### config.mk
export PLATFORM = sky130hd
export DESIGN_NAME = rtc_write_lock_clock_select
export DESIGN_NICKNAME = d
export VERILOG_FILES = /design/src/rtl/rtc_lock_pkg.sv /design/src/rtl/unlock_seq.sv /design/src/rtl/ref_clock_select.sv /design/src/rtl/rtc_write_lock_clock_select.sv
export SDC_FILE = /design/constraint.sdc
export NUM_CORES = 1
export LEC_CHECK = 0
export ABC_CLOCK_PERIOD_IN_PS = 4700
export CAP_MARGIN = 10
export CORE_AREA = 2 2 156 158
export DETAILED_ROUTE_END_ITERATION = 7
export DIE_AREA = 0 0 158 160
export DONT_BUFFER_PORTS = 1
export GPL_TIMING_DRIVEN = 1
export PLACE_DENSITY = 0.58
export SLEW_MARGIN = 15
export SYNTH_ARGS = -nofsm -noshare
export SYNTH_HDL_FRONTEND = slang
export SYNTH_SLANG_ARGS = --single-unit
### constraint.sdc
create_clock -name mclk_i -period 4.7 [get_ports mclk_i]
set_input_delay 0.705 -clock mclk_i [delete_from_list [all_inputs] [get_ports mclk_i]]
set_output_delay 0.705 -clock mclk_i [all_outputs]
set_load 0.02 [all_outputs]
### src/rtl/rtc_lock_pkg.sv
// constants for the clock-calendar write lock and clock source logic
// assumes a 16-bit register port with word addresses and one system clock
package rtc_lock_pkg;
  localparam int ADDR_W = 4;
  localparam int DATA_W = 16;
  localparam logic [3:0] A_CTRL1L = 4'h0;
  localparam logic [3:0] A_CTRL2L = 4'h1;
  localparam logic [3:0] A_CTRL2H = 4'h2;
  localparam logic [3:0] A_TIMEL = 4'h3;
  localparam logic [3:0] A_TIMEH = 4'h4;
  localparam logic [3:0] A_DATEL = 4'h5;
  localparam logic [3:0] A_DATEH = 4'h6;
  localparam logic [3:0] A_ALRMT = 4'h7;
  localparam logic [3:0] A_ALRMD = 4'h8;
  localparam logic [3:0] A_PWRC = 4'h9;
  localparam logic [3:0] A_TSTMT = 4'ha;
  localparam logic [3:0] A_TSTMD = 4'hb;
  localparam logic [3:0] A_KEY = 4'hc;
  localparam logic [3:0] A_STAT = 4'hd;
  localparam int BIT_EN = 15;
  localparam int BIT_LOCK = 11;
  localparam int STAT_ARMED = 1;
  localparam int STAT_OPEN = 0;
  localparam logic [7:0] KEY_FIRST = 8'h55;
  localparam logic [7:0] KEY_SECOND = 8'haa;
  localparam logic [1:0] SRC_SECONDARY = 2'h0;
  localparam logic [1:0] SRC_LOW_POWER_RC = 2'h1;
  localparam logic [1:0] SRC_LINE = 2'h2;
  localparam logic [1:0] SRC_SYS = 2'h3;
  localparam logic [15:0] RST_VALUE = 16'h0000;
  localparam logic RST_LOCK = 1'b0;
  localparam logic RST_EN = 1'b0;
  localparam int WIN_CYC = 1;
endpackage : rtc_lock_pkg

### src/rtl/unlock_seq.sv
// two-write key detector that opens a one-cycle unlock window
// assumes write strobes decoded by the caller on the same clock
`timescale 1ns/10ps
module unlock_seq (
  input wire logic mclk_i,
  input wire logic rst_i,
  input wire logic key_wr_i,
  input wire logic other_wr_i,
  input wire logic [7:0] key_byte_i,
  output logic armed_o,
  output logic window_o
);
  typedef enum logic [1:0] {KEY_IDLE, KEY_ARMED, KEY_OPEN} key_state_e;
  key_state_e state_reg;
  key_state_e state_next;

  always_comb begin
    state_next = KEY_IDLE;
    case (state_reg)
      KEY_ARMED: begin
        if (key_wr_i && key_byte_i == rtc_lock_pkg::KEY_SECOND) begin
          state_next = KEY_OPEN;
        end else if (key_wr_i && key_byte_i == rtc_lock_pkg::KEY_FIRST) begin
          state_next = KEY_ARMED;
        end else if (key_wr_i || other_wr_i) begin
          state_next = KEY_IDLE;
        end else begin
          state_next = KEY_ARMED;
        end
      end
      default: begin
        // the open cycle lasts exactly one edge whatever happens
        if (key_wr_i && key_byte_i == rtc_lock_pkg::KEY_FIRST) begin
          state_next = KEY_ARMED;
        end
      end
    endcase
  end

  always_ff @(posedge mclk_i) begin
    if (rst_i) begin
      state_reg <= KEY_IDLE;
    end else begin
      state_reg <= state_next;
    end
  end

  assign armed_o = (state_reg == KEY_ARMED);
  assign window_o = (state_reg == KEY_OPEN);

  chk_window_one_cycle: assert property (@(posedge mclk_i) disable iff (rst_i)
    window_o |=> !window_o)
    else $error("unlock window longer than one cycle");
  chk_window_after_pair: assert property (@(posedge mclk_i) disable iff (rst_i)
    (key_wr_i && key_byte_i == rtc_lock_pkg::KEY_FIRST)
    ##1 (key_wr_i && key_byte_i == rtc_lock_pkg::KEY_SECOND) |=> window_o)
    else $error("key pair did not open the window");
  chk_intervening_write: assert property (@(posedge mclk_i) disable iff (rst_i)
    (armed_o && other_wr_i && !key_wr_i) |=> !armed_o && !window_o)
    else $error("other write did not disarm");
endmodule : unlock_seq

### src/rtl/ref_clock_select.sv
// reference clock selection with pin synchronisers and rising-edge ticks
// assumes oscillator and powerline levels arrive asynchronously on pins
`timescale 1ns/10ps
module ref_clock_select (
  input wire logic mclk_i,
  input wire logic rst_i,
  input wire logic [2:0] src_pins_i,
  input wire logic [1:0] clock_source_field_i,
  output logic ref_tick_o
);
  logic [2:0] rise_w;

  genvar g;
  generate
    for (g = 0; g < 3; g++) begin : g_sync
      logic [2:0] sync_reg;
      logic filt_reg;
      always_ff @(posedge mclk_i) begin
        if (rst_i) begin
          sync_reg <= 3'h0;
          filt_reg <= 1'b0;
        end else begin
          sync_reg <= {sync_reg[1:0], src_pins_i[g]};
          // change only once stages two and three agree
          if (sync_reg[1] == sync_reg[2]) begin
            filt_reg <= sync_reg[2];
          end
        end
      end
      assign rise_w[g] = (sync_reg[1] == sync_reg[2]) && sync_reg[2] && !filt_reg;
    end
  endgenerate

  always_ff @(posedge mclk_i) begin
    if (rst_i) begin
      ref_tick_o <= 1'b0;
    end else begin
      case (clock_source_field_i)
        rtc_lock_pkg::SRC_SECONDARY: ref_tick_o <= rise_w[0];
        rtc_lock_pkg::SRC_LOW_POWER_RC: ref_tick_o <= rise_w[1];
        rtc_lock_pkg::SRC_LINE: ref_tick_o <= rise_w[2];
        default: ref_tick_o <= 1'b1;
      endcase
    end
  end

  chk_sysclk_tick: assert property (@(posedge mclk_i) disable iff (rst_i)
    clock_source_field_i == rtc_lock_pkg::SRC_SYS |=> ref_tick_o)
    else $error("system clock source did not tick");
  chk_secondary_tick: assert property (@(posedge mclk_i) disable iff (rst_i)
    clock_source_field_i == rtc_lock_pkg::SRC_SECONDARY |=> ref_tick_o == $past(rise_w[0]))
    else $error("secondary oscillator tick mismatch");
endmodule : ref_clock_select

### src/rtl/rtc_write_lock_clock_select.sv
// write lock, unlock key and clock source selection for the clock-calendar
// assumes a single-master register port on mclk_i and same-clock reset causes
`timescale 1ns/10ps
module rtc_write_lock_clock_select (
  input wire logic mclk_i,
  input wire logic sys_rst_i,
  input wire logic brownout_reset_i,
  input wire logic master_clear_reset_i,
  input wire logic [3:0] addr_i,
  input wire logic [15:0] wr_data_i,
  input wire logic wr_en_i,
  input wire logic rd_en_i,
  output logic [15:0] rd_data_o,
  input wire logic secondary_oscillator_i,
  input wire logic low_power_rc_oscillator_i,
  input wire logic powerline_i,
  output logic clock_calendar_enable_o,
  output logic write_lock_bit_o,
  output logic [1:0] clock_source_field_o,
  output logic ref_tick_o
);
  logic dev_rst;
  logic lock_reg;
  logic enable_reg;
  logic [15:0] val_reg [1:11];
  logic key_wr;
  logic other_wr;
  logic armed;
  logic window;
  logic ctrl1_wr;
  logic protect_hit;
  logic [15:0] rd_next;

  // every reset cause clears the same state; all are same-clock levels
  assign dev_rst = sys_rst_i || brownout_reset_i || master_clear_reset_i;

  assign key_wr = wr_en_i && (addr_i == rtc_lock_pkg::A_KEY);
  assign other_wr = wr_en_i && (addr_i != rtc_lock_pkg::A_KEY);
  assign ctrl1_wr = wr_en_i && (addr_i == rtc_lock_pkg::A_CTRL1L);
  assign protect_hit = (addr_i >= rtc_lock_pkg::A_CTRL2L) && (addr_i <= rtc_lock_pkg::A_DATEH);

  unlock_seq u_unlock (
    .mclk_i(mclk_i),
    .rst_i(dev_rst),
    .key_wr_i(key_wr),
    .other_wr_i(other_wr),
    .key_byte_i(wr_data_i[7:0]),
    .armed_o(armed),
    .window_o(window)
  );

  // lock bit: plain set, clear only inside the unlock window
  always_ff @(posedge mclk_i) begin
    if (dev_rst) begin
      lock_reg <= rtc_lock_pkg::RST_LOCK;
    end else if (ctrl1_wr) begin
      if (wr_data_i[rtc_lock_pkg::BIT_LOCK]) begin
        lock_reg <= 1'b1;
      end else if (!lock_reg || window) begin
        lock_reg <= 1'b0;
      end
    end
  end

  // enable follows the lock state seen before the write
  always_ff @(posedge mclk_i) begin
    if (dev_rst) begin
      enable_reg <= rtc_lock_pkg::RST_EN;
    end else if (ctrl1_wr && !lock_reg) begin
      enable_reg <= wr_data_i[rtc_lock_pkg::BIT_EN];
    end
  end

  // one storage word per directly mapped address
  genvar i;
  generate
    for (i = 1; i <= 11; i++) begin : g_val
      localparam logic [3:0] ADDR = 4'(i);
      localparam logic GUARDED = (i <= 6);
      always_ff @(posedge mclk_i) begin
        if (dev_rst) begin
          val_reg[i] <= rtc_lock_pkg::RST_VALUE;
        end else if (wr_en_i && addr_i == ADDR && !(GUARDED && lock_reg)) begin
          val_reg[i] <= wr_data_i;
        end
      end
    end
  endgenerate

  // read data stands for one cycle only; unmapped reads give zero
  always_comb begin
    rd_next = 16'h0000;
    case (addr_i)
      rtc_lock_pkg::A_CTRL1L: begin
        rd_next[rtc_lock_pkg::BIT_EN] = enable_reg;
        rd_next[rtc_lock_pkg::BIT_LOCK] = lock_reg;
      end
      rtc_lock_pkg::A_STAT: begin
        rd_next[rtc_lock_pkg::STAT_ARMED] = armed;
        rd_next[rtc_lock_pkg::STAT_OPEN] = window;
      end
      rtc_lock_pkg::A_KEY: rd_next = 16'h0000;
      default: begin
        if (addr_i >= rtc_lock_pkg::A_CTRL2L && addr_i <= rtc_lock_pkg::A_TSTMD) begin
          rd_next = val_reg[addr_i];
        end
      end
    endcase
  end

  always_ff @(posedge mclk_i) begin
    if (dev_rst) begin
      rd_data_o <= 16'h0000;
    end else if (rd_en_i) begin
      rd_data_o <= rd_next;
    end else begin
      rd_data_o <= 16'h0000;
    end
  end

  ref_clock_select u_refsel (
    .mclk_i(mclk_i),
    .rst_i(dev_rst),
    .src_pins_i({powerline_i, low_power_rc_oscillator_i, secondary_oscillator_i}),
    .clock_source_field_i(val_reg[1][1:0]),
    .ref_tick_o(ref_tick_o)
  );

  assign clock_calendar_enable_o = enable_reg;
  assign write_lock_bit_o = lock_reg;
  assign clock_source_field_o = val_reg[1][1:0];

  // software is expected to enable first, then set the lock

  chk_lock_reset: assert property (@(posedge mclk_i)
    dev_rst |=> !write_lock_bit_o)
    else $error("lock not cleared by reset");

  chk_locked_drop: assert property (@(posedge mclk_i) disable iff (dev_rst)
    (wr_en_i && protect_hit && lock_reg) |=> val_reg[$past(addr_i)] == $past(val_reg[addr_i]))
    else $error("guarded register changed while locked");

  chk_unlocked_store: assert property (@(posedge mclk_i) disable iff (dev_rst)
    (wr_en_i && protect_hit && !lock_reg) ##1 rd_en_i && addr_i == $past(addr_i)
    |=> rd_data_o == $past(wr_data_i, 2))
    else $error("unlocked write not stored");

  chk_enable_locked: assert property (@(posedge mclk_i) disable iff (dev_rst)
    (ctrl1_wr && lock_reg) |=> clock_calendar_enable_o == $past(clock_calendar_enable_o))
    else $error("enable changed while locked");

  chk_alarm_free: assert property (@(posedge mclk_i) disable iff (dev_rst)
    (wr_en_i && addr_i >= rtc_lock_pkg::A_ALRMT && addr_i <= rtc_lock_pkg::A_TSTMD)
    |=> val_reg[$past(addr_i)] == $past(wr_data_i))
    else $error("free register write lost");

  chk_plain_set: assert property (@(posedge mclk_i) disable iff (dev_rst)
    (ctrl1_wr && wr_data_i[rtc_lock_pkg::BIT_LOCK]) |=> write_lock_bit_o)
    else $error("plain lock set ignored");

  chk_clear_needs_key: assert property (@(posedge mclk_i) disable iff (dev_rst)
    (ctrl1_wr && lock_reg && !window) |=> write_lock_bit_o)
    else $error("lock cleared without key");

  chk_clear_in_window: assert property (@(posedge mclk_i) disable iff (dev_rst)
    (key_wr && wr_data_i[7:0] == rtc_lock_pkg::KEY_FIRST)
    ##1 (key_wr && wr_data_i[7:0] == rtc_lock_pkg::KEY_SECOND)
    ##1 (ctrl1_wr && !wr_data_i[rtc_lock_pkg::BIT_LOCK])
    |=> !write_lock_bit_o)
    else $error("keyed clear not honoured");

  chk_late_clear: assert property (@(posedge mclk_i) disable iff (dev_rst)
    (key_wr && wr_data_i[7:0] == rtc_lock_pkg::KEY_SECOND && armed)
    ##1 (!wr_en_i && lock_reg) ##1 ctrl1_wr |=> write_lock_bit_o)
    else $error("clear honoured after window closed");

  chk_direct_read: assert property (@(posedge mclk_i) disable iff (dev_rst)
    (rd_en_i && addr_i >= rtc_lock_pkg::A_TIMEL && addr_i <= rtc_lock_pkg::A_ALRMD && !wr_en_i)
    |=> rd_data_o == $past(val_reg[addr_i]))
    else $error("direct read mismatch");

  chk_read_one_cycle: assert property (@(posedge mclk_i) disable iff (dev_rst)
    !rd_en_i |=> rd_data_o == 16'h0000)
    else $error("read data held too long");
endmodule : rtc_write_lock_clock_select

==> results of run 1 <==
==> final cells by class <==
type                            count  area, µm²  area share
Sequential cell                   209       5950       0.577
Multi-Input combinational cell    436       3100       0.301
Clock buffer                       38        724      0.0703
Tap cell                          324        405      0.0394
Timing Repair Buffer                9       67.6     0.00656
Clock inverter                      2       46.3     0.00450
Inverter                            3       11.3     0.00109
==> layout by cell type, fill, tap and decap left out, types with 3 or more instances in the layout <==
master	instances
nor2_2	4
inv_1	3
nor3_1	28
clkbuf_16	24
mux2_2	4
ha_1	3
o22ai_1	15
and2_1	187
nand3_1	4
clkbuf_8	7
mux2i_1	48
a211oi_1	13
nor2b_1	6
buf_4	9
a21oi_1	3
dfxtp_1	33
edfxtp_1	176
nand2_1	13
nor2_1	41
mux4_2	16
clkbuf_1	6
nor4_1	3
nand4_1	4
nand2b_1	7
o21ai_1	8
==> worst register-to-register path: cells and delay by family, from the launching register on <==
family           cells  cell delay (ns)
DFF                  1             0.41
and+or+nand+nor      3             1.49
==> logic make-up (layout without fill, tap and decap cells) <==
logic type	count (synthesis)	in the layout
compound gates	53	53
fa+ha+maj	3	3
simple gates	312	312
flops	209	209
mux	68	68
buf+inv	61	52
==> path summary, 6_finish.rpt <==
check | endpoint | slack (ns) | depth (start not counted)
setup reg to reg | val_reg[3][3]$_SDFFCE_PN0P_ | 2.43 | 3
hold reg to reg | u_refsel.g_sync[1].sync_reg[1]$_SDFF_PP0_ | 0.42 | 1
setup / recovery | val_reg[3][3]$_SDFFCE_PN0P_ | 2.43 | 3
hold / removal | u_refsel.g_sync[1].sync_reg[0]$_SDFF_PP0_ | 0.32 | 1
==> routing by layer <==
layer  track usage  part of all wire  up-vias
li1              -                 -     2479
met1         0.257              0.46     2690
met2         0.260              0.45      161
met3        0.0326             0.067       24
met4        0.0401             0.014        0
met5             0                 0        -
==> where the power goes <==
group,leakage (nW),internal [mW],total (mW),switching [mW]
Sequential,2.32,2.06,2.08,0.0197
Combinational,1.25,0.0605,0.138,0.0771
Clock,0.378,1.10,1.81,0.706
==> Yosys cell counts, drive strengths merged, types with 2 or more instances <==
cell type / number
a211oi: 13
mux2i: 48
or3: 2
mux2: 4
nor4: 3
and2: 187
clkbuf: 31
o221ai: 2
nand2: 13
nor4bb: 2
a21oi: 3
nor2: 46
o22ai: 15
edfxtp: 176
nand2b: 7
nand3: 4
ha: 3
nand4: 4
inv: 3
mux4: 16
or4bb: 2
nor2b: 6
dfxtp: 33
or2: 2
o21ai: 10
nor3: 29
buf: 27
==> results by group, run 1 <==
Timing
  – Fin Clk Skew: 0.0248 ns
  – Final Setup Violations: 0
  – Final TNS setup: 0 ns
  – Hold Vio Cnt, Final: 0
  – Final Critical Period: between 2 and 2.5 ns
  – RSZ-0062 raised after global routing: no
  – Period utilization: 0.483
  – Setup ws final: 2.43 ns
  – FMAX: 0.441 GHz
  – Worst slew margin: 0.264
  – Actual slew at the worst max-slew pin: 1.10 ns
  – Hold slack: 0.325 ns
  – Final Max Tran Viols: 0

Placed design
  – Placed inst area: 0.00952 mm²
  – Dpl cells: about 1,000
  – RD Place Congestion: roughly 0.81
  – Dpl ws: between 2 and 2.5 ns
  – Port Buffers: 0
  – HPWL after DPL: approximately 14 mm

Layout
  – Share of layout cells above drive strength 1: 0.105
  – End-of-flow core utilization: 0.432
  – Max FFs per register: ~180
  – Fin area: 0.0103 mm²
  – # nets final: 713
  – Finished Layout Cells: 1,021
  – Layout area overhead: 10.5%
  – Number of fill cells: 2,160
  – Antenna Cells: 0

Clocking
  – Clock Latency Late Sink: between 0.5 and 0.6 ns
  – CTS tree: done
  – Clock Sinks: 209
  – Post-CTS setup buffer count: 0
  – Clock-pin slew on the worst setup and hold paths: 0.06 ns
  – Post-CTS Hold Buffers: 0
  – Clock root cell: clkbuf_16
  – Htree depth: 1
  – Num CTS Buffers: 22
  – Clk buf depth: 3
  – CTS resizes: 0

Power and ir drop
  – Pwr Density: 391 mW/mm²
  – Max VDD drop: 0.000203 V
  – Leakage Power: 3.95 nW
  – Total power: approximately 4 mW

Synth
  – Largest family of logic cells by synthesized area: simple AND/OR/NAND/NOR gates
  – Area leader, netlist: edfxtp_1
  – Mapped Avg Cell Area: roughly 13 µm²
  – Post-synth ARST share: 0
  – Mux contribution to synthesized area: 0.0951
  – XOR/XNOR Fraction of Synth Area: 0
  – Dominant synthesized flop cell: edfxtp_1
  – Synth top area share: 0.567
  – Gate count after technology mapping: 706
  – Yosys cell types: 49
  – Number of synthesized flops with an enable pin: 176
  – Synth top area cells: edfxtp_1 (57%), and2_1 (13%), dfxtp_1 (7.1%)
  – Synthesized area: 0.00932 mm²
  – FF+latch count, synth: ~210
  – Adder-cell share of the synthesized area: 0.00403
  – Synth Area in Simple Gates: 0.194
  – Syn Nets: roughly 740
  – Seq/Total Area, Yosys: 0.638
  – Synthesis Warnings: 0
  – Post-synthesis compound-gate area fraction: 0.0384

Routing
  – Remaining DRCs: 0
  – Drt pass-1 iters: 4
  – Via density: 5.24
  – Post-Route WL: 21.4 mm
  – WL/cell: between 20 and 25 µm
  – Final ANT Viol Nets: 0
  – 1st-iter DRT viols: 479
  – Vias: 5,354

Worst setup path
  – Critical path buffers and inverters: 0
  – Crit Path Class: register to register
  – Critical path launch point: write_lock_bit_o$_SDFFE_PP0P_
  – Slowest stage cell, crit path: or4b_4
  – Req. time, crit path: between 4 and 5 ns
  – CP delay by family, top: simple AND/OR/NAND/NOR gates
  – Maximum fanout along the worst path: 16
  – R2R Path Start: write_lock_bit_o$_SDFFE_PP0P_
  – CP peak stage delay: 0.63 ns
  – CP arrival: 2.40 ns
  – Crit. End Element: register
  – Startpoint types: register
  – Crit path cell chain: or4b_4 -> or2_4 -> nand2_1

Die
  – I/O pins: 50
  – Die Width: between 150 and 200 µm
  – # rows: 57
  – Core ar.: around 0.024 mm²
  – Die Ht: 160 µm
  – Full die area: approximately 0.025 mm²
  – Initial Utilization: 0.391

Global route
  – Vias in the first global route: 5,293
  – First-pass GRT wire length: 32.9 mm
  – Initial antenna violation count: 0
  – Total GRT Usage: 0.172
  – Grt total ovfl: 0
  – Largest net degree at the start of global routing: 90

Flow run
  – Max cap viols: 0

Min path
  – Hold_sp: low_power_rc_oscillator_i
  – Worst Hold Class: input port to register

Status
  – Status: completed
No activity file was read; power rests on OpenSTA's default activity.
==> inputs of run 2 (changes only) <==
--- a/config.mk
+++ b/config.mk
@@ -5,14 +5,14 @@
 export SDC_FILE = /design/constraint.sdc
 export NUM_CORES = 1
 export LEC_CHECK = 0
-export ABC_CLOCK_PERIOD_IN_PS = 4700
+export ABC_CLOCK_PERIOD_IN_PS = 1900
 export CAP_MARGIN = 10
 export CORE_AREA = 2 2 156 158
 export DETAILED_ROUTE_END_ITERATION = 7
 export DIE_AREA = 0 0 158 160
 export DONT_BUFFER_PORTS = 1
 export GPL_TIMING_DRIVEN = 1
-export PLACE_DENSITY = 0.58
+export PLACE_DENSITY = 0.6
 export SLEW_MARGIN = 15
 export SYNTH_ARGS = -nofsm -noshare
 export SYNTH_HDL_FRONTEND = slang
==> constraint.sdc (replaced) <==
create_clock -name mclk_i -period 1.9 [get_ports mclk_i]
set_input_delay 0.285 -clock mclk_i [delete_from_list [all_inputs] [get_ports mclk_i]]
set_output_delay 0.285 -clock mclk_i [all_outputs]
set_load 0.02 [all_outputs]
==> run 2 against run 1 <==
Fmax rose by 28%. First-iteration DRC count increased by 3.5%. Clock-buffer cell count is 7 lower. Worst hold slack got worse by 0.31 ns. Via count up 2.5%. Critical path depth stayed put. Combinational power rose to 3.4 times the previous value. Cell count rose by 4.2%. Largest cell class unchanged. Highest routed layer unchanged.
==> results by group, run 2 (synthesized netlist as in run 1, its figures left out) <==
Routing
  – WL/cell: 20.6 µm (-1.8%)
  – Remaining DRCs: 0 (unchanged)
  – Post-Route WL: 21.9 mm (+2.3%)
  – Final ANT Viol Nets: 0 (unchanged)
  – Drt pass-1 iters: 4 (unchanged)
  – 1st-iter DRT viols: 496 (+3.5%)
  – Vias: 5,489 (+2.5%)
  – Via density: 5.16 (-1.6%)

Layout
  – Fin area: 0.0108 mm² (+4.5%)
  – Max FFs per register: 176 (unchanged)
  – Number of fill cells: 2,151 (-0.42%)
  – Storage cell area: 0.00595 mm² (unchanged)
  – End-of-flow core utilization: 0.452 (+0.0194)
  – Antenna Cells: 0 (unchanged)
  – Layout area overhead: 15.5%
  – Multi-input combinational cell area: 0.00314 mm² (+1.5%)
  – Most common library cell in the layout ignoring fill and taps: and2_1
  – Most frequent cells in the layout: and2_1 (187), edfxtp_1 (176), mux2i_1 (48)
  – Share of layout cells above drive strength 1: 0.130 (+0.0250)
  – # nets final: 756 (+6.0%)

Worst setup path
  – Reg2Reg Depth: 3 (unchanged)
  – CP delay by family, top: simple AND/OR/NAND/NOR gates
  – Startpoint types: register
  – CP peak stage delay: 0.54 ns (-0.09 ns)
  – Crit. End Element: register
  – Maximum fanout along the worst path: 16 (unchanged)
  – Slowest stage cell, crit path: or4b_4
  – Critical path depth: 3 (unchanged)
  – Req. time, crit path: 2.07 ns (-2.76 ns)
  – Crit path cell chain: or4b_4 -> or2_4 -> nand2_2
  – Critical path buffers and inverters: 0 (unchanged)
  – CP arrival: 1.94 ns (-0.46 ns)
  – Crit Path Class: register to register

Global route
  – Total GRT Usage: 0.177 (+0.00528)
  – Initial antenna violation count: 0 (unchanged)
  – Grt total ovfl: 0 (unchanged)
  – Vias in the first global route: 5,668 (+7.1%)
  – First-pass GRT wire length: 33.8 mm (+2.6%)
  – Largest net degree at the start of global routing: 90 (unchanged)

Die
  – Die Width: 158 µm (unchanged)
  – I/O pins: 50 (unchanged)
  – Initial Utilization: 0.391 (unchanged)
  – Die Ht: 160 µm (unchanged)
  – Full die area: 0.0253 mm² (unchanged)
  – Core ar.: 0.0238 mm² (unchanged)
  – # rows: 57 (unchanged)

Clocking
  – Clock Latency Late Sink: 0.50 ns (-0.02 ns)
  – Clock-pin slew on the worst setup and hold paths: 0.06 ns (about the same)
  – Num CTS Buffers: 22 (unchanged)
  – Clk buf depth: 3 (unchanged)
  – Clock root cell: clkbuf_16
  – Htree depth: 1 (unchanged)
  – Clock Sinks: 209 (unchanged)
  – CTS tree: done

Power and ir drop
  – Max VDD drop: 0.000503 V (+150%)
  – Leakage Power: 4.17 nW (+5.6%)
  – Total power: 10.1 mW (+150%)
  – Pwr Density: 936 mW/mm² (+140%)

Timing
  – Period utilization: 0.936 (+0.453)
  – Final Critical Period: 1.78 ns (-0.491 ns)
  – Setup ws final: 0.121 ns (-2.31 ns)
  – Hold Vio Cnt, Final: 0 (unchanged)
  – RSZ-0062 raised after global routing: no
  – Final Max Tran Viols: 0 (unchanged)
  – Fin Clk Skew: 0.00566 ns (-0.0191 ns)
  – FMAX: 0.562 GHz (+28%)
  – Final Setup Violations: 0 (unchanged)
  – Actual slew at the worst max-slew pin: 0.659 ns (-0.441 ns)
  – Worst slew margin: 0.561 (+0.297)
  – Final TNS setup: 0 ns (unchanged)

Placed design
  – Placed inst area: 0.00977 mm² (+2.7%)
  – RD Place Congestion: 0.844 (+3.6%)
  – Port Buffers: 0 (unchanged)
  – Dpl ws: 0.112 ns (-1.92 ns)
  – HPWL after DPL: 13.9 mm (+2.7%)

Min path
  – Worst Hold Class: input port to register
  – Hold path cells: 2 (+1)

Status
  – Status: completed

Flow run
  – Max cap viols: 0 (unchanged)
run 2: changes by cell type in the layout (fill, tap and decap cells not counted), moves of 4 or more:
cell           previous run  this run
dlygate4sd3_1             0        23
clkbuf_8                  7         3
o21ai_1                   8         2
buf_4                     9        25
buf_12                    0         4
run 2: worst reg2reg max path, cell delays in order, from the launching register on:
cell     delay (ns)
dfxtp_1        0.31
or4b_4         0.54
or2_4          0.29
nand2_2        0.30
run 2: layout make-up:
| cell class | instances | area share |
|---|---|---|
| sequential | 209 | 0.553 |
| clock inverter | 9 | 0.0112 |
| multi-input combinational | 436 | 0.292 |
| tap | 324 | 0.0377 |
| inverter | 3 | 0.00105 |
| clock buffer | 31 | 0.0591 |
| timing repair buffer | 52 | 0.0463 |
run 2: timing repair:
item                      CTS  global route
hold endpoints to repair  185             0
buffers inserted            0             0
gates resized for setup     0             0
hold buffers               23             0
run 2: power breakdown:
group	internal [mW]	leakage (nW)	switching [mW]
clock	2.73	0.368	1.72
sequential	5.09	2.32	0.0472
combinational	0.202	1.48	0.272
run 2: final timing paths:
path / startpoint / end / slack [ns]
setup / recovery: write_lock_bit_o$_SDFFE_PP0P_ / val_reg[3][13]$_SDFFCE_PN0P_ / 0.12
hold / removal: addr_i[3] / rd_data_o[0]$_SDFF_PP0_ / 0.02
setup reg to reg: write_lock_bit_o$_SDFFE_PP0P_ / val_reg[3][13]$_SDFFCE_PN0P_ / 0.12
hold reg to reg: u_refsel.g_sync[1].sync_reg[0]$_SDFF_PP0_ / u_refsel.g_sync[1].sync_reg[1]$_SDFF_PP0_ / 0.43
run 2: per-layer routing:
layer	global-route usage	up-vias	part of all wire
met4	0.0430	0	0.016
met2	0.278	114	0.46
li1	-	2575	-
met3	0.0369	23	0.054
met1	0.253	2777	0.47
met5	0	-	0
run 2: stage by stage:
stage                     hold WS [ns]  cells
after floorplan                  0.406    706
after global placement           0.411   1001
after detailed placement         0.412   1001
after CTS                      0.00177   1064
after global routing           0.00439   1064
final                           0.0196   1064
==> inputs of run 3 (changes only) <==
--- a/config.mk
+++ b/config.mk
@@ -7,12 +7,13 @@
 export LEC_CHECK = 0
 export ABC_CLOCK_PERIOD_IN_PS = 1900
 export CAP_MARGIN = 10
-export CORE_AREA = 2 2 156 158
+export CORE_AREA = 2 2 128 130
+export CTS_BUF_LIST = sky130_fd_sc_hd__clkbuf_8
 export DETAILED_ROUTE_END_ITERATION = 7
-export DIE_AREA = 0 0 158 160
+export DIE_AREA = 0 0 130 132
 export DONT_BUFFER_PORTS = 1
 export GPL_TIMING_DRIVEN = 1
-export PLACE_DENSITY = 0.6
+export PLACE_DENSITY = 0.82
 export SLEW_MARGIN = 15
 export SYNTH_ARGS = -nofsm -noshare
 export SYNTH_HDL_FRONTEND = slang
==> constraint.sdc (replaced) <==
create_clock -name mclk_i -period 1.9 [get_ports mclk_i]
set_input_delay 0.285 -clock mclk_i [delete_from_list [all_inputs] [get_ports mclk_i]]
set_output_delay 0.285 -clock mclk_i [all_outputs]
set_load 0.1 [all_outputs]
==> run 3 against run 2 <==
Sequential share of layout area up 0.74 points. Critical path type unchanged. Cell count down 6.6%. Register-to-register slack worse by 0.06 ns. Non-clock buffer count up 22. Sequential power about the same.
==> results by group, run 3 (synthesized netlist as in run 1, its figures left out) <==
Timing
  – FMAX: 0.545 GHz (-3.0%)
  – RSZ-0062 raised after global routing: no
  – Hold Vio Cnt, Final: 0 (unchanged)
  – Fin Clk Skew: 0.0169 ns (+0.0113 ns)
  – Final Critical Period: 1.83 ns (+0.0558 ns)
  – Worst slew margin: 0.574 (+0.0132)
  – Final Setup Violations: 0 (unchanged)
  – Final Max Tran Viols: 0 (unchanged)
  – Period utilization: 0.966 (+0.0294)
  – Actual slew at the worst max-slew pin: 0.639 ns (-0.0198 ns)

Placed design
  – Dpl cells: 911 (-9.0%)
  – RD Place Congestion: 0.950 (+13%)
  – HPWL after DPL: 13.5 mm (-2.4%)
  – Port Buffers: 0 (unchanged)

Die
  – # rows: 46 (-19%)
  – Core ar.: 0.0157 mm² (-34%)
  – Initial Utilization: 0.593 (+0.202)
  – Die Width: 130 µm (-18%)
  – I/O pins: 50 (unchanged)
  – Full die area: 0.0172 mm² (-32%)
  – Die Ht: 132 µm (-18%)

Min path
  – Hold path cells: 3 (+1)
  – Worst Hold Class: input port to register

Routing
  – Final ANT Viol Nets: 0 (unchanged)
  – 1st-iter DRT viols: 580 (+17%)
  – Remaining DRCs: 0 (unchanged)
  – Post-Route WL: 21.7 mm (-0.80%)
  – Drt pass-1 iters: 7 (+3)
  – Via density: 5.93 (+15%)
  – Vias: 5,893 (+7.4%)
  – WL/cell: 21.9 µm (+6.2%)

Global route
  – Vias in the first global route: 6,053 (+6.8%)
  – Initial antenna violation count: 1 (+1)
  – Grt total ovfl: 0 (unchanged)
  – First-pass GRT wire length: 33.7 mm (-0.26%)
  – Largest net degree at the start of global routing: 90 (unchanged)
  – Total GRT Usage: 0.259 (+0.0819)

Clocking
  – CTS tree: done
  – Clock root cell: clkbuf_8
  – Clk buf depth: 3 (unchanged)
  – Clock-pin slew on the worst setup and hold paths: 0.07 ns (about the same)
  – Post-CTS setup buffer count: 0 (unchanged)
  – CTS resizes: 0 (unchanged)
  – Clock Sinks: 209 (unchanged)
  – Htree depth: 1 (unchanged)
  – Clock Latency Late Sink: 0.57 ns (+0.07 ns)
  – Num CTS Buffers: 30 (+36%)

Worst setup path
  – Startpoint types: register
  – Crit Path Class: register to register
  – Maximum fanout along the worst path: 16 (unchanged)
  – Crit. End Element: register
  – Reg2Reg Depth: 4 (+1)
  – CP arrival: 2.25 ns (+0.31 ns)
  – Req. time, crit path: 2.32 ns (+0.25 ns)
  – Crit path cell chain: or4b_4 -> or2_4 -> nor2_4 -> and2_1
  – Slowest stage cell, crit path: or4b_4
  – CP peak stage delay: 0.60 ns (+0.06 ns)

Layout
  – Antenna Cells: 0 (unchanged)
  – # nets final: 786 (+4.0%)
  – Share of layout cells above drive strength 1: 0.153 (+0.0232)
  – Storage cell area: 0.00595 mm² (about the same)
  – Multi-input combinational cell area: 0.00315 mm² (+0.16%)
  – Finished Layout Cells: 994 (-6.6%)
  – Layout area overhead: 14.0%
  – Max FFs per register: 176 (unchanged)
  – Number of fill cells: 1,101 (-49%)
  – Most frequent cells in the layout: and2_1 (187), edfxtp_1 (176), mux2i_1 (48)
  – Most common library cell in the layout ignoring fill and taps: and2_1

Flow run
  – Max cap viols: 0 (unchanged)

Power and ir drop
  – Max VDD drop: 0.000525 V (+4.4%)
  – Leakage Power: 4.26 nW (+2.3%)
  – Pwr Density: 855 mW/mm² (-8.6%)
  – Total power: 9.09 mW (-9.7%)

Status
  – Status: completed
## run 3: power by group
part / internal, mW / switching (mW) / total [mW]
sequential: 5.09 / 0.0476 / 5.14
combinational: 0.208 / 0.326 / 0.534
clock: 1.77 / 1.64 / 3.41
## run 3: final cells by class
class / count / share of cell area
Inverter: 3 / 0.00106
Tap cell: 216 / 0.0254
Clock buffer: 34 / 0.0440
Clock inverter: 22 / 0.0108
Sequential cell: 209 / 0.560
Timing Repair Buffer: 74 / 0.0622
Multi-Input combinational cell: 436 / 0.296
## run 3: path summary, 6_finish.rpt
check / slack (ns) / endpoint / startpoint
max: 0.07 / val_reg[3][1]$_SDFFCE_PN0P_ / write_lock_bit_o$_SDFFE_PP0P_
min: 0.04 / rd_data_o[1]$_SDFF_PP0_ / addr_i[2]
max reg2reg: 0.07 / val_reg[3][1]$_SDFFCE_PN0P_ / write_lock_bit_o$_SDFFE_PP0P_
min reg2reg: 0.43 / u_refsel.g_sync[0].sync_reg[1]$_SDFF_PP0_ / u_refsel.g_sync[0].sync_reg[0]$_SDFF_PP0_
## run 3: through the flow
stage                     worst slack [ns]  hold slack (ns)  TNS, ns  area [µm²]   util
after floorplan                     -0.255            0.406   -10.34        9370      -
after global placement               0.162            0.408        0        9770  0.622
after detailed placement            0.0887            0.415        0        9770  0.622
after CTS                           0.0681          0.00820        0       10600  0.676
after global routing               0.00600           0.0390        0       10600  0.676
final                               0.0653           0.0414        0       10600  0.676
## run 3: what timing repair did
item                       in CTS  in global routing
setup endpoints to repair       0                  0
hold endpoints to repair      193                  0
hold buffers                   27                  0
## run 3: critical path, delay by kind of cell (launching register included)
family,cells,cell delay (ns)
and+or+nand+nor,4,1.33
DFF,1,0.36
## run 3: per-layer routing
metal	vias to the layer above	GRT usage	wire length, µm
met5	-	0	17
met4	2	0.0860	591
met3	45	0.0459	1770
met2	271	0.418	10500
met1	2934	0.358	8840
li1	2641	-	-
